**src/hw/cfb_pkg.sv**
```systemverilog
package cfb_pkg;
  // program counter width, 21-bit byte address space
  localparam int unsigned PC_W = 21;
  localparam logic [PC_W-1:0] PC_RESET = 21'h000000;
  // sequential fetch step in bytes (one instruction word)
  localparam logic [PC_W-1:0] PC_STEP = 21'h000002;
  // opcode and offset byte positions in the instruction word
  localparam int unsigned OPC_HI = 15;
  localparam int unsigned OPC_LO = 8;
  localparam int unsigned OFS_HI = 7;
  localparam int unsigned OFS_LO = 0;
  localparam logic [7:0] OPC_BRANCH_ON_OVERFLOW = 8'he4;
  localparam logic [7:0] OPC_BRANCH_ON_ZERO = 8'he0;
  // shift that doubles a word offset into a byte displacement
  localparam int unsigned OFS_SHIFT = 1;

  typedef enum logic [1:0] {
    CFB_OP_NONE,
    CFB_OP_OVERFLOW,
    CFB_OP_ZERO
  } cfb_op_t;

  // one issued instruction from fetch/decode
  typedef struct packed {
    logic valid;
    logic [15:0] word;
    logic [PC_W-1:0] addr;
  } cfb_instr_t;

  // status flags seen by the branch unit
  typedef struct packed {
    logic overflow;
    logic zero;
  } cfb_flags_t;

  // result toward the program counter logic
  typedef struct packed {
    logic pc_we;
    logic [PC_W-1:0] pc_new;
    logic flush;
    logic done;
  } cfb_result_t;
endpackage

```
**src/hw/cfb_branch_exec.sv**
```systemverilog
`timescale 1ns/1ps
// Functional notes
// RULE1: the overflow branch redirects to the relative target only when the overflow flag is one.
// RULE2: the zero branch redirects to the relative target only when the zero flag is one.
// RULE3: the offset byte is signed, -128 to 127, and doubled into a byte displacement.
// RULE4: a taken target is the branch's own address plus 2 plus twice the offset.
// RULE5: a taken branch takes two cycles, the second an idle cycle with no operation.
// RULE6: an untaken branch finishes in one cycle and never writes the counter.
// RULE7: the target is based on the counter at the branch start plus the sequential step.
// RULE8: each branch is one 16-bit word, opcode in the upper byte, offset low, flags untouched.
//
// timing of one issue, counted in clock edges from the edge that takes the word:
//   edge 0: instr.valid high with a branch opcode while the unit is not in its bubble
//   edge 1: done pulses for every branch; pc_we, flush and busy pulse only when taken
//   edge 2: a taken branch is back in the execute state and takes a new word again
// untaken branches may follow each other on every edge, one done pulse apiece.
// a word offered while busy is high is dropped without any answer: the fetch side
// must discard the prefetched word anyway, so no queue is kept for it.
// pc_new keeps the last target between branches, so the counter side may read it
// at any time, but it is only meaningful in the cycle in which pc_we stands.
// flags are sampled with the word at edge 0; a flag that changes in the bubble has
// no effect on the branch already in flight.
// the target wraps modulo the counter width, like the sequential fetch step does.
//
module cfb_branch_exec
  import cfb_pkg::*;
(
  input wire logic clk,
  input wire logic arst_n,
  input cfb_pkg::cfb_instr_t instr,
  input cfb_pkg::cfb_flags_t flags,
  output cfb_pkg::cfb_result_t result,
  output logic busy
);
  typedef enum logic {
    CFB_EXEC,
    CFB_BUBBLE
  } cfb_state_t;

  cfb_state_t state_q, state_d;
  cfb_result_t result_q, result_d;
  logic busy_q, busy_d;
  cfb_op_t op;
  logic [PC_W-1:0] target;
  logic take;
  logic is_branch;

  cfb_decode u_dec (
    .word(instr.word),
    .addr(instr.addr),
    .op(op),
    .target(target)
  );

  // flag test; flags are only read, never written, by this unit
  always_comb begin
    case (op)
      CFB_OP_OVERFLOW: take = flags.overflow; // see RULE1
      CFB_OP_ZERO: take = flags.zero; // see RULE2
      default: take = 1'b0;
    endcase
    is_branch = instr.valid && (op != CFB_OP_NONE);
  end

  // issue is ignored during the bubble: the prefetched word is discarded
  always_comb begin
    state_d = state_q;
    busy_d = 1'b0;
    result_d = '0;
    result_d.pc_new = result_q.pc_new;
    case (state_q)
      CFB_EXEC: begin
        if (is_branch) begin
          result_d.done = 1'b1;
          if (take) begin
            result_d.pc_we = 1'b1; // see RULE4
            result_d.pc_new = target;
            result_d.flush = 1'b1;
            state_d = CFB_BUBBLE; // see RULE5
          end
          // untaken: done only, counter keeps its sequential value, see RULE6
        end
      end
      CFB_BUBBLE: begin
        state_d = CFB_EXEC; // second cycle is a no operation, see RULE5
      end
      default: state_d = CFB_EXEC;
    endcase
    // busy is registered so the output comes straight from a flop, see RULE5
    busy_d = (state_d == CFB_BUBBLE);
  end

  always_ff @(posedge clk or negedge arst_n) begin
    if (!arst_n) begin
      state_q <= CFB_EXEC;
      result_q <= '0;
      busy_q <= 1'b0;
    end else begin
      state_q <= state_d;
      result_q <= result_d;
      busy_q <= busy_d;
    end
  end

  // outputs come straight from flops
  assign result = result_q;
  assign busy = busy_q;

  // checks: taken and untaken answers one edge after the issue
  a_ovf_taken: assert property (@(posedge clk) disable iff (!arst_n)
    state_q == CFB_EXEC && is_branch && op == CFB_OP_OVERFLOW && flags.overflow
    |=> result.pc_we && result.pc_new == $past(instr.addr) + PC_STEP
        + PC_W'(signed'({{(PC_W-8){$past(instr.word[7])}}, $past(instr.word[7:0])}) <<< 1))
    else $error("overflow branch target wrong"); // see RULE1
  a_zero_taken: assert property (@(posedge clk) disable iff (!arst_n)
    state_q == CFB_EXEC && is_branch && op == CFB_OP_ZERO && flags.zero |=> result.pc_we)
    else $error("zero branch not taken"); // see RULE2
  a_ovf_clear: assert property (@(posedge clk) disable iff (!arst_n)
    state_q == CFB_EXEC && is_branch && op == CFB_OP_OVERFLOW && !flags.overflow
    |=> !result.pc_we && result.done)
    else $error("overflow branch taken with flag clear"); // see RULE1
  a_untaken_nowr: assert property (@(posedge clk) disable iff (!arst_n)
    state_q == CFB_EXEC && is_branch && !take |=> !result.pc_we && !busy)
    else $error("untaken branch wrote counter"); // see RULE6
  a_taken_bubble: assert property (@(posedge clk) disable iff (!arst_n)
    result.pc_we |-> busy ##1 (!busy && !result.done))
    else $error("taken branch bubble wrong"); // see RULE5
  a_offset_neg: assert property (@(posedge clk) disable iff (!arst_n)
    state_q == CFB_EXEC && is_branch && take && instr.word[7:0] == 8'h80
    |=> result.pc_new == $past(instr.addr) - 21'h0000fe)
    else $error("min offset target wrong"); // see RULE3
  a_offset_pos: assert property (@(posedge clk) disable iff (!arst_n)
    state_q == CFB_EXEC && is_branch && take && instr.word[7:0] == 8'h7f
    |=> result.pc_new == $past(instr.addr) + 21'h000100)
    else $error("max offset target wrong"); // see RULE4
  a_other_op: assert property (@(posedge clk) disable iff (!arst_n)
    state_q == CFB_EXEC && !is_branch |=> !result.done && !result.pc_we)
    else $error("non-branch word acted on"); // see RULE8
  a_base_addr: assert property (@(posedge clk) disable iff (!arst_n)
    state_q == CFB_EXEC && is_branch && take && instr.word[7:0] == 8'h00
    |=> result.pc_new == $past(instr.addr) + PC_STEP)
    else $error("zero offset target wrong"); // see RULE7

  // zero branch with its flag clear only reports completion
  a_zero_clear: assert property (@(posedge clk) disable iff (!arst_n)
    state_q == CFB_EXEC && is_branch && op == CFB_OP_ZERO && !flags.zero
    |=> !result.pc_we && result.done)
    else $error("zero branch taken with flag clear"); // see RULE2

  // zero branch target worked out independently of the decoder
  a_zero_target: assert property (@(posedge clk) disable iff (!arst_n)
    state_q == CFB_EXEC && is_branch && op == CFB_OP_ZERO && flags.zero
    |=> result.pc_new == $past(instr.addr) + PC_STEP
        + PC_W'(signed'({{(PC_W-8){$past(instr.word[7])}}, $past(instr.word[7:0])}) <<< 1))
    else $error("zero branch target wrong"); // see RULE4

  // an offset of minus one lands back on the branch itself
  a_offset_m1: assert property (@(posedge clk) disable iff (!arst_n)
    state_q == CFB_EXEC && is_branch && take && instr.word[7:0] == 8'hff
    |=> result.pc_new == $past(instr.addr))
    else $error("minus one offset target wrong"); // see RULE3

  // flush always travels with the counter write
  a_flush_pair: assert property (@(posedge clk) disable iff (!arst_n)
    result.flush == result.pc_we)
    else $error("flush without counter write"); // see RULE5

  // a counter write is always a completed branch
  a_taken_done: assert property (@(posedge clk) disable iff (!arst_n)
    result.pc_we |-> result.done)
    else $error("counter write without done"); // see RULE5

  // busy stands only in the cycle of the write, never longer
  a_busy_write: assert property (@(posedge clk) disable iff (!arst_n)
    busy |-> result.pc_we)
    else $error("busy without counter write"); // see RULE5
  a_busy_single: assert property (@(posedge clk) disable iff (!arst_n)
    busy |=> !busy)
    else $error("busy longer than one cycle"); // see RULE5

  // a word offered in the bubble gets no answer
  a_bubble_refuse: assert property (@(posedge clk) disable iff (!arst_n)
    state_q == CFB_BUBBLE |=> !result.done && !result.pc_we)
    else $error("word acted on during bubble"); // see RULE5

  // the target output holds whenever no write is made
  a_untaken_hold: assert property (@(posedge clk) disable iff (!arst_n)
    state_q == CFB_EXEC && is_branch && !take |=> $stable(result.pc_new))
    else $error("untaken branch moved target"); // see RULE6
  a_pc_hold: assert property (@(posedge clk) disable iff (!arst_n)
    !result_d.pc_we |=> $stable(result.pc_new))
    else $error("target changed without write"); // see RULE6

  c_ovf_taken: cover property (@(posedge clk) disable iff (!arst_n)
    state_q == CFB_EXEC && is_branch && op == CFB_OP_OVERFLOW && take);
  c_zero_taken: cover property (@(posedge clk) disable iff (!arst_n)
    state_q == CFB_EXEC && is_branch && op == CFB_OP_ZERO && take);
  c_untaken: cover property (@(posedge clk) disable iff (!arst_n)
    state_q == CFB_EXEC && is_branch && !take);
  c_back_to_back: cover property (@(posedge clk) disable iff (!arst_n)
    result.pc_we ##2 result.pc_we);
  c_refused: cover property (@(posedge clk) disable iff (!arst_n)
    state_q == CFB_BUBBLE && instr.valid);
endmodule

```
**src/hw/cfb_decode.sv**
```systemverilog
`timescale 1ns/1ps
// pure opcode and target decode for one instruction word
module cfb_decode
  import cfb_pkg::*;
(
  input wire logic [15:0] word,
  input wire logic [cfb_pkg::PC_W-1:0] addr,
  output cfb_pkg::cfb_op_t op,
  output logic [cfb_pkg::PC_W-1:0] target
);
  logic [7:0] opc;
  logic signed [7:0] ofs;
  logic [PC_W-1:0] disp;

  // upper byte selects the branch, lower byte is the offset
  always_comb begin
    opc = word[OPC_HI:OPC_LO]; // see RULE8
    ofs = word[OFS_HI:OFS_LO];
    case (opc)
      OPC_BRANCH_ON_OVERFLOW: op = CFB_OP_OVERFLOW; // see RULE8
      OPC_BRANCH_ON_ZERO: op = CFB_OP_ZERO; // see RULE8
      default: op = CFB_OP_NONE;
    endcase
  end

  // sign-extend then double; wraps modulo the address space like the real counter
  always_comb begin
    disp = PC_W'(signed'({{(PC_W-8){ofs[7]}}, ofs}) <<< OFS_SHIFT); // see RULE3
    target = addr + PC_STEP + disp; // see RULE4, see RULE7
  end
endmodule

```
**config.mk**
```make
export PLATFORM = sky130hd
export DESIGN_NAME = cfb_branch_exec
export DESIGN_NICKNAME = d
export VERILOG_FILES = /design/src/hw/cfb_pkg.sv /design/src/hw/cfb_branch_exec.sv /design/src/hw/cfb_decode.sv
export SDC_FILE = /design/constraint.sdc
export NUM_CORES = 1
export LEC_CHECK = 0
export ABC_AREA = 1
export ABC_CLOCK_PERIOD_IN_PS = 1300
export BUFFER_PORTS_ARGS = -buffer_cell sky130_fd_sc_hd__buf_2
export CORE_MARGIN = 5
export CORE_UTILIZATION = 50
export DETAILED_ROUTE_END_ITERATION = 10
export GPL_TIMING_DRIVEN = 0
export PLACE_DENSITY = 0.78
export SETUP_SLACK_MARGIN = 0.4
export SYNTH_ARGS = -nofsm -noshare
export SYNTH_HDL_FRONTEND = slang
export SYNTH_SLANG_ARGS = --single-unit
```
**constraint.sdc**
```tcl
create_clock -name clk -period 1.3 [get_ports clk]
set_input_delay 0.13 -clock clk [delete_from_list [all_inputs] [get_ports clk]]
set_output_delay 0.13 -clock clk [all_outputs]
set_load 0.02 [all_outputs]
```
==> results of run 1 <==
Yosys cell counts:
master    instances
nand2_1         101
ha_1             40
inv_1            38
dfrtp_1          23
nand3_1          22
a21oi_1          16
nor2_1           12
o21ai_0          11
xnor2_1           7
nand2_2           5
nor3_1            5
nand3b_1          4
nor2_2            4
o21ai_1           4
xor2_1            4
nand3_2           3
and2_1            2
buf_2             2
buf_4             2
clkbuf_8          2
a22o_1            1
fa_1              1
nor3b_1           1
nor3b_2           1
worst max-delay path: cells and delay by family:
kind                     cells  cell delay [ns]
AO/OA/AOI/OAI                1             0.18
adder cells (fa/ha/maj)      1             0.17
buffers and inverters        5             0.60
AND/OR/NAND/NOR              4             0.81
state kept, by name (all words and copies together) (netlist names):
| name | count |
|---|---|
| result | 22 |
| busy | 1 |
final cells by class:
cell class	instances	area, um^2	share of cell area
Multi-Input combinational cell	244	1940	0.522
Timing Repair Buffer	107	858	0.231
Sequential cell	23	577	0.155
Inverter	38	143	0.0384
Buffer	6	87.6	0.0236
Tap cell	52	65.1	0.0175
Clock buffer	4	45.0	0.0121
routing by layer:
metal / track usage / up-vias / routed length (um)
met5: 0 / - / 0
met4: 0.0790 / 0 / 231
met3: 0.0351 / 24 / 485
met2: 0.385 / 117 / 4190
met1: 0.242 / 1212 / 3110
li1: - / 1229 / -
power by group:
group / internal, mW / switching, mW
Sequential: 0.715 / 0.0000967
Clock: 0.219 / 0.243
Combinational: 0.467 / 0.624
how the worst max path moves through the flow:
stage                       endpoint  slack, ns
after floorplan           result[20]      -0.31
final                      result[3]      -0.40
after detailed placement  result[20]      -0.63
after global routing       result[5]      -0.47
after CTS                  result[9]      -0.32
after global placement    result[21]      -0.59
placed cells by master (no fill, tap or decap), types with 15 or more instances in the layout:
cell type / n
dfrtp_1: 22
inv_1: 29
nand2_1: 79
ha_1: 21
ha_4: 15
buf_4: 33
nand2_2: 25
buf_2: 36
buf_6: 39
repair_timing:
action	CTS	global route
cloned	3	0
endpoints found under the setup margin	48	48
pin swaps	16	10
endpoints found under the hold margin	23	0
resized for setup	75	59
hold buffers	1	0
buffers inserted	20	17
logic make-up after synthesis:
kind of cell,count (synthesis)
simple gates,160
buf+inv,44
fa+ha+maj,41
compound gates,32
flops,23
xor+xnor,11
==> flow_summary.yaml, run 1 <==
status:
  outcome: "finished, violations left"
  violations: "setup timing"
clock_network:
  cts_sinks: 23
  cts.path.max_buffers: 2
  cts_inserted_buffers: 3
  cts-root-buf: "clkbuf_8"
  insertion_delay_ns: 0.27
  htreeDepth: 1
  path_clk_slew_ns: 0.08
  cts_tree: "yes"
synth:
  synth_top_family_by_area: "simple AND/OR/NAND/NOR gates"
  netlist_area_um2: 2260
  yosysTopAreaCell: "dfrtp_1"
  yosysUniqueCellTypes: 24
  synth_top_cells_by_area: "dfrtp_1 (25%), ha_1 (22%), nand2_1 (17%)"
  postSynthCellCount: 311
  synth_mux_area_frac: 0
  synthAdderAreaFrac: 0.230
  synth-compound-area-share: 0.0725
  synth_top_area_frac: 0.255
  ys_warn_count: 0
  synth-seq-cells: 23
  synth_area_per_cell_um2: 7.27
  synth-simple-area-share: 0.313
  ys_seq_area_frac: 0.255
  synth_xor_area_frac: 0.0426
  syn_nets: 394
routing:
  vias_per_cell: 5.45
  remaining_drc_errors: 0
  drtIter0Drc: 218
  antenna_left: 0
  wl_um: 8010
  wl_per_cell_um: 16.9
  drtPass1Iterations: 4
  num_vias: 2582
setup_path:
  cp.arrival_ns: 1.88
  critical_path_class: "primary input to flop"
  crit_start: "instr[32]"
  r2r-end: "result[3]"
  critPathMaxStageDelay_ns: 0.23
  cp_cell_sequence: "buf_6 > nor3_4 > inv_2 > nor3_4 > inv_2 > ha_4 > nor3b_4 > nand3_2 > buf_6 > buf_6 > o21ai_1"
  cp_max_fo: 5
  crit_slowest_cell: "nor3_4"
  regToRegSetupSlack_ns: -0.14
  r2r_start: "busy"
  ff2ff_path_depth: 5
  critPathCaptureType: "flop"
  cp_data_required_time_ns: 1.48
  cp-start-kind: "primary input"
  cp_common_cell: "buf_6"
power:
  leakage_nw: 1.94
  worst_ir_drop_vdd_mv: 0.359
  power_mw: 2.27
  power_density_nw_per_um2: 610
sta:
  setup_ws_ns: -0.396
  fin_crit_sh: 1.30
  slew_violations: 0
  hold_viol_final: 0
  hold_ws_ns: 0.109
  fin_skew_ns: 0.00339
  setup_violations: 23
  max_slew_margin: 0.650
  rsz0062_at_grt: "yes"
  period_needed_ns: 1.70
  max_freq_mhz: 590
  setup_tns_ns: -7.23
  tightestPinTransition_ns: 0.525
global_route:
  grtUsageTotal: 0.211
  grt-ovfl-total: 0
  grt_start_max_net_pins: 24
  first_global_vias: 2437
  antenna_found_initial: 0
  grt_pass1_wl_um: 10600
finish:
  syn_to_final_growth_pct: 64.4
  drive_gt1_frac: 0.491
  final_cells: 474
  stdcell_area_um2: 3710
  final_nets: 506
  fill_cells: 231
  fin_util: 0.847
  antenna_cells: 0
worst_hold_path:
  whs_endpoint: "result[2]"
  worstHoldPathType: "primary input to flop"
  hp-start: "instr[0]"
  worstHoldPathCells: 3
placed_design:
  numPlacedInstances: 429
  dpl_cell_area_um2: 2840
  port_buffers: 66
  hpwl_um: 4280
  place.gp.congestion: 0.818
  post-place-ws_ns: -0.633
floorplan:
  dieArea_um2: 5960
  core_um2: 4380
  io_pins: 67
  rows: 24
  fp.dieH_um: 77.2
  die_x_um: 77.2
  start_util: 0.515
job:
  maxCapViolations: 0
No activity file was read; power rests on OpenSTA's default activity.
==> inputs of run 2 (changes only) <==
--- a/config.mk
+++ b/config.mk
@@ -8,11 +8,12 @@
 export ABC_AREA = 1
 export ABC_CLOCK_PERIOD_IN_PS = 1300
 export BUFFER_PORTS_ARGS = -buffer_cell sky130_fd_sc_hd__buf_2
+export CAP_MARGIN = 5
 export CORE_MARGIN = 5
 export CORE_UTILIZATION = 50
 export DETAILED_ROUTE_END_ITERATION = 10
 export GPL_TIMING_DRIVEN = 0
-export PLACE_DENSITY = 0.78
+export PLACE_DENSITY = 0.82
 export SETUP_SLACK_MARGIN = 0.4
 export SYNTH_ARGS = -nofsm -noshare
 export SYNTH_HDL_FRONTEND = slang
==> run 2 against run 1 <==
The flow still finishes with violations (setup timing). Combinational power barely moved. Critical path depth rose by 6. Worst hold slack got worse by 0.035 ns. First-iteration DRC count fell by 13%. Critical endpoint is now result[16].
==> flow_summary.yaml, run 2 (same netlist as run 1, synthesis figures left out) <==
status:
  outcome: "finished, violations left"
  violations: "setup timing"
power:
  worst_ir_drop_vdd_mv: 0.405
  power_density_nw_per_um2: 630
  leakage_nw: 1.85
  power_mw: 2.25
floorplan:
  fp.dieH_um: 77.2
  die_x_um: 77.2
  io_pins: 67
  start_util: 0.515
  dieArea_um2: 5960
  rows: 24
  core_um2: 4380
setup_path:
  cp_data_required_time_ns: 1.46
  critical_path_class: "primary input to flop"
  cp.arrival_ns: 1.75
  critPathCaptureType: "flop"
  cp_max_fo: 3
  cp-start-kind: "primary input"
global_route:
  grt_pass1_wl_um: 9690
  antenna_found_initial: 0
  grt_start_max_net_pins: 24
  first_global_vias: 2291
  grt-ovfl-total: 0
  grtUsageTotal: 0.189
sta:
  max_slew_margin: 0.657
  rsz0062_at_grt: "yes"
  setup_violations: 22
  setup_tns_ns: -4.70
  hold_ws_ns: 0.0745
  fin_crit_sh: 1.22
  tightestPinTransition_ns: 0.514
  hold_viol_final: 0
  max_freq_mhz: 631
  setup_ws_ns: -0.286
  slew_violations: 0
  period_needed_ns: 1.59
  fin_skew_ns: 0.00238
placed_design:
  hpwl_um: 4160
  place.gp.congestion: 0.824
  port_buffers: 66
  post-place-ws_ns: -0.641
  numPlacedInstances: 429
routing:
  antenna_left: 0
  remaining_drc_errors: 0
  vias_per_cell: 5.08
  wl_um: 6370
  num_vias: 2365
  drtPass1Iterations: 4
  drtIter0Drc: 190
  wl_per_cell_um: 13.7
finish:
  layout_common_cells: "nand2_1 (86), buf_6 (36), buf_2 (36)"
  final_cells: 466
  antenna_cells: 0
  final_nets: 498
  syn_to_final_growth_pct: 58.4
  drive_gt1_frac: 0.449
  largest_reg_flops: 22
  layout_commonest_cell: "nand2_1"
  fill_cells: 270
job:
  maxCapViolations: 0
clock_network:
  path_clk_slew_ns: 0.08
  cts.path.max_buffers: 2
  cts-root-buf: "clkbuf_8"
  cts_sinks: 23
  htreeDepth: 1
  cts_tree: "yes"
  cts_inserted_buffers: 3
  insertion_delay_ns: 0.26
worst_hold_path:
  worstHoldPathType: "primary input to flop"
run 2: worst max-delay path, cell delays in order:
cell     delay, ns
buf_2         0.08
inv_2         0.03
ha_2          0.18
inv_2         0.07
ha_4          0.14
inv_2         0.04
fa_2          0.40
inv_2         0.07
nand3_2       0.06
nand3_2       0.08
nand2_2       0.07
nand2_4       0.08
nand2_2       0.06
nand2_2       0.06
nand2_2       0.05
nand3_4       0.08
nand2_1       0.05
run 2: timing repair:
item | in CTS | in global routing
gates cloned | 1 | 0
pin swaps | 19 | 8
buffers inserted | 16 | 15
hold buffers | 1 | 0
endpoints found under the setup margin | 48 | 48
gates resized for setup | 74 | 35
endpoints found under the hold margin | 23 | 0
run 2: power by group:
group	switching, mW	internal, mW	leakage (nW)
Clock	0.231	0.219	0.0228
Sequential	0.0000740	0.715	0.320
Combinational	0.602	0.488	1.50
run 2: area by class of cell:
class,count,area (um^2),area share
plain buffers,6,83.8,0.0234
clock buffers,4,45.0,0.0126
inverters,38,145,0.0405
multi-input cells,244,1880,0.526
flip-flops and latches,23,577,0.161
well taps,52,65.1,0.0182
repair buffers,99,782,0.218
run 2: per-layer routing:
| metal | vias up | track usage | wire length [um] | share of wire |
|---|---|---|---|---|
| li1 | 1212 | - | - | - |
| met1 | 1086 | 0.236 | 2740 | 0.43 |
| met2 | 59 | 0.343 | 3300 | 0.52 |
| met3 | 8 | 0.0199 | 256 | 0.040 |
| met4 | 0 | 0.0464 | 77 | 0.012 |
| met5 | - | 0 | 0 | 0 |
run 2: worst paths after layout:
kind / startpoint / endpoint / slack (ns) / cells after the start
min in group asynchronous: arst_n / result[9] / 0.39 / 2
worst max-delay path: instr[21] / result[16] / -0.29 / 17
worst min register to register: result[18] / result[18] / 0.51 / 2
max in group asynchronous: arst_n / busy / 0.54 / 2
worst max register to register: busy / result[20] / -0.01 / 6
worst min-delay path: instr[0] / result[2] / 0.07 / 3
run 2: stage by stage:
step                       util  instance area [um^2]
after floorplan               -                  2440
after global placement    0.647                  2840
after detailed placement  0.647                  2840
after CTS                 0.755                  3310
after global routing      0.816                  3580
final                     0.816                  3580
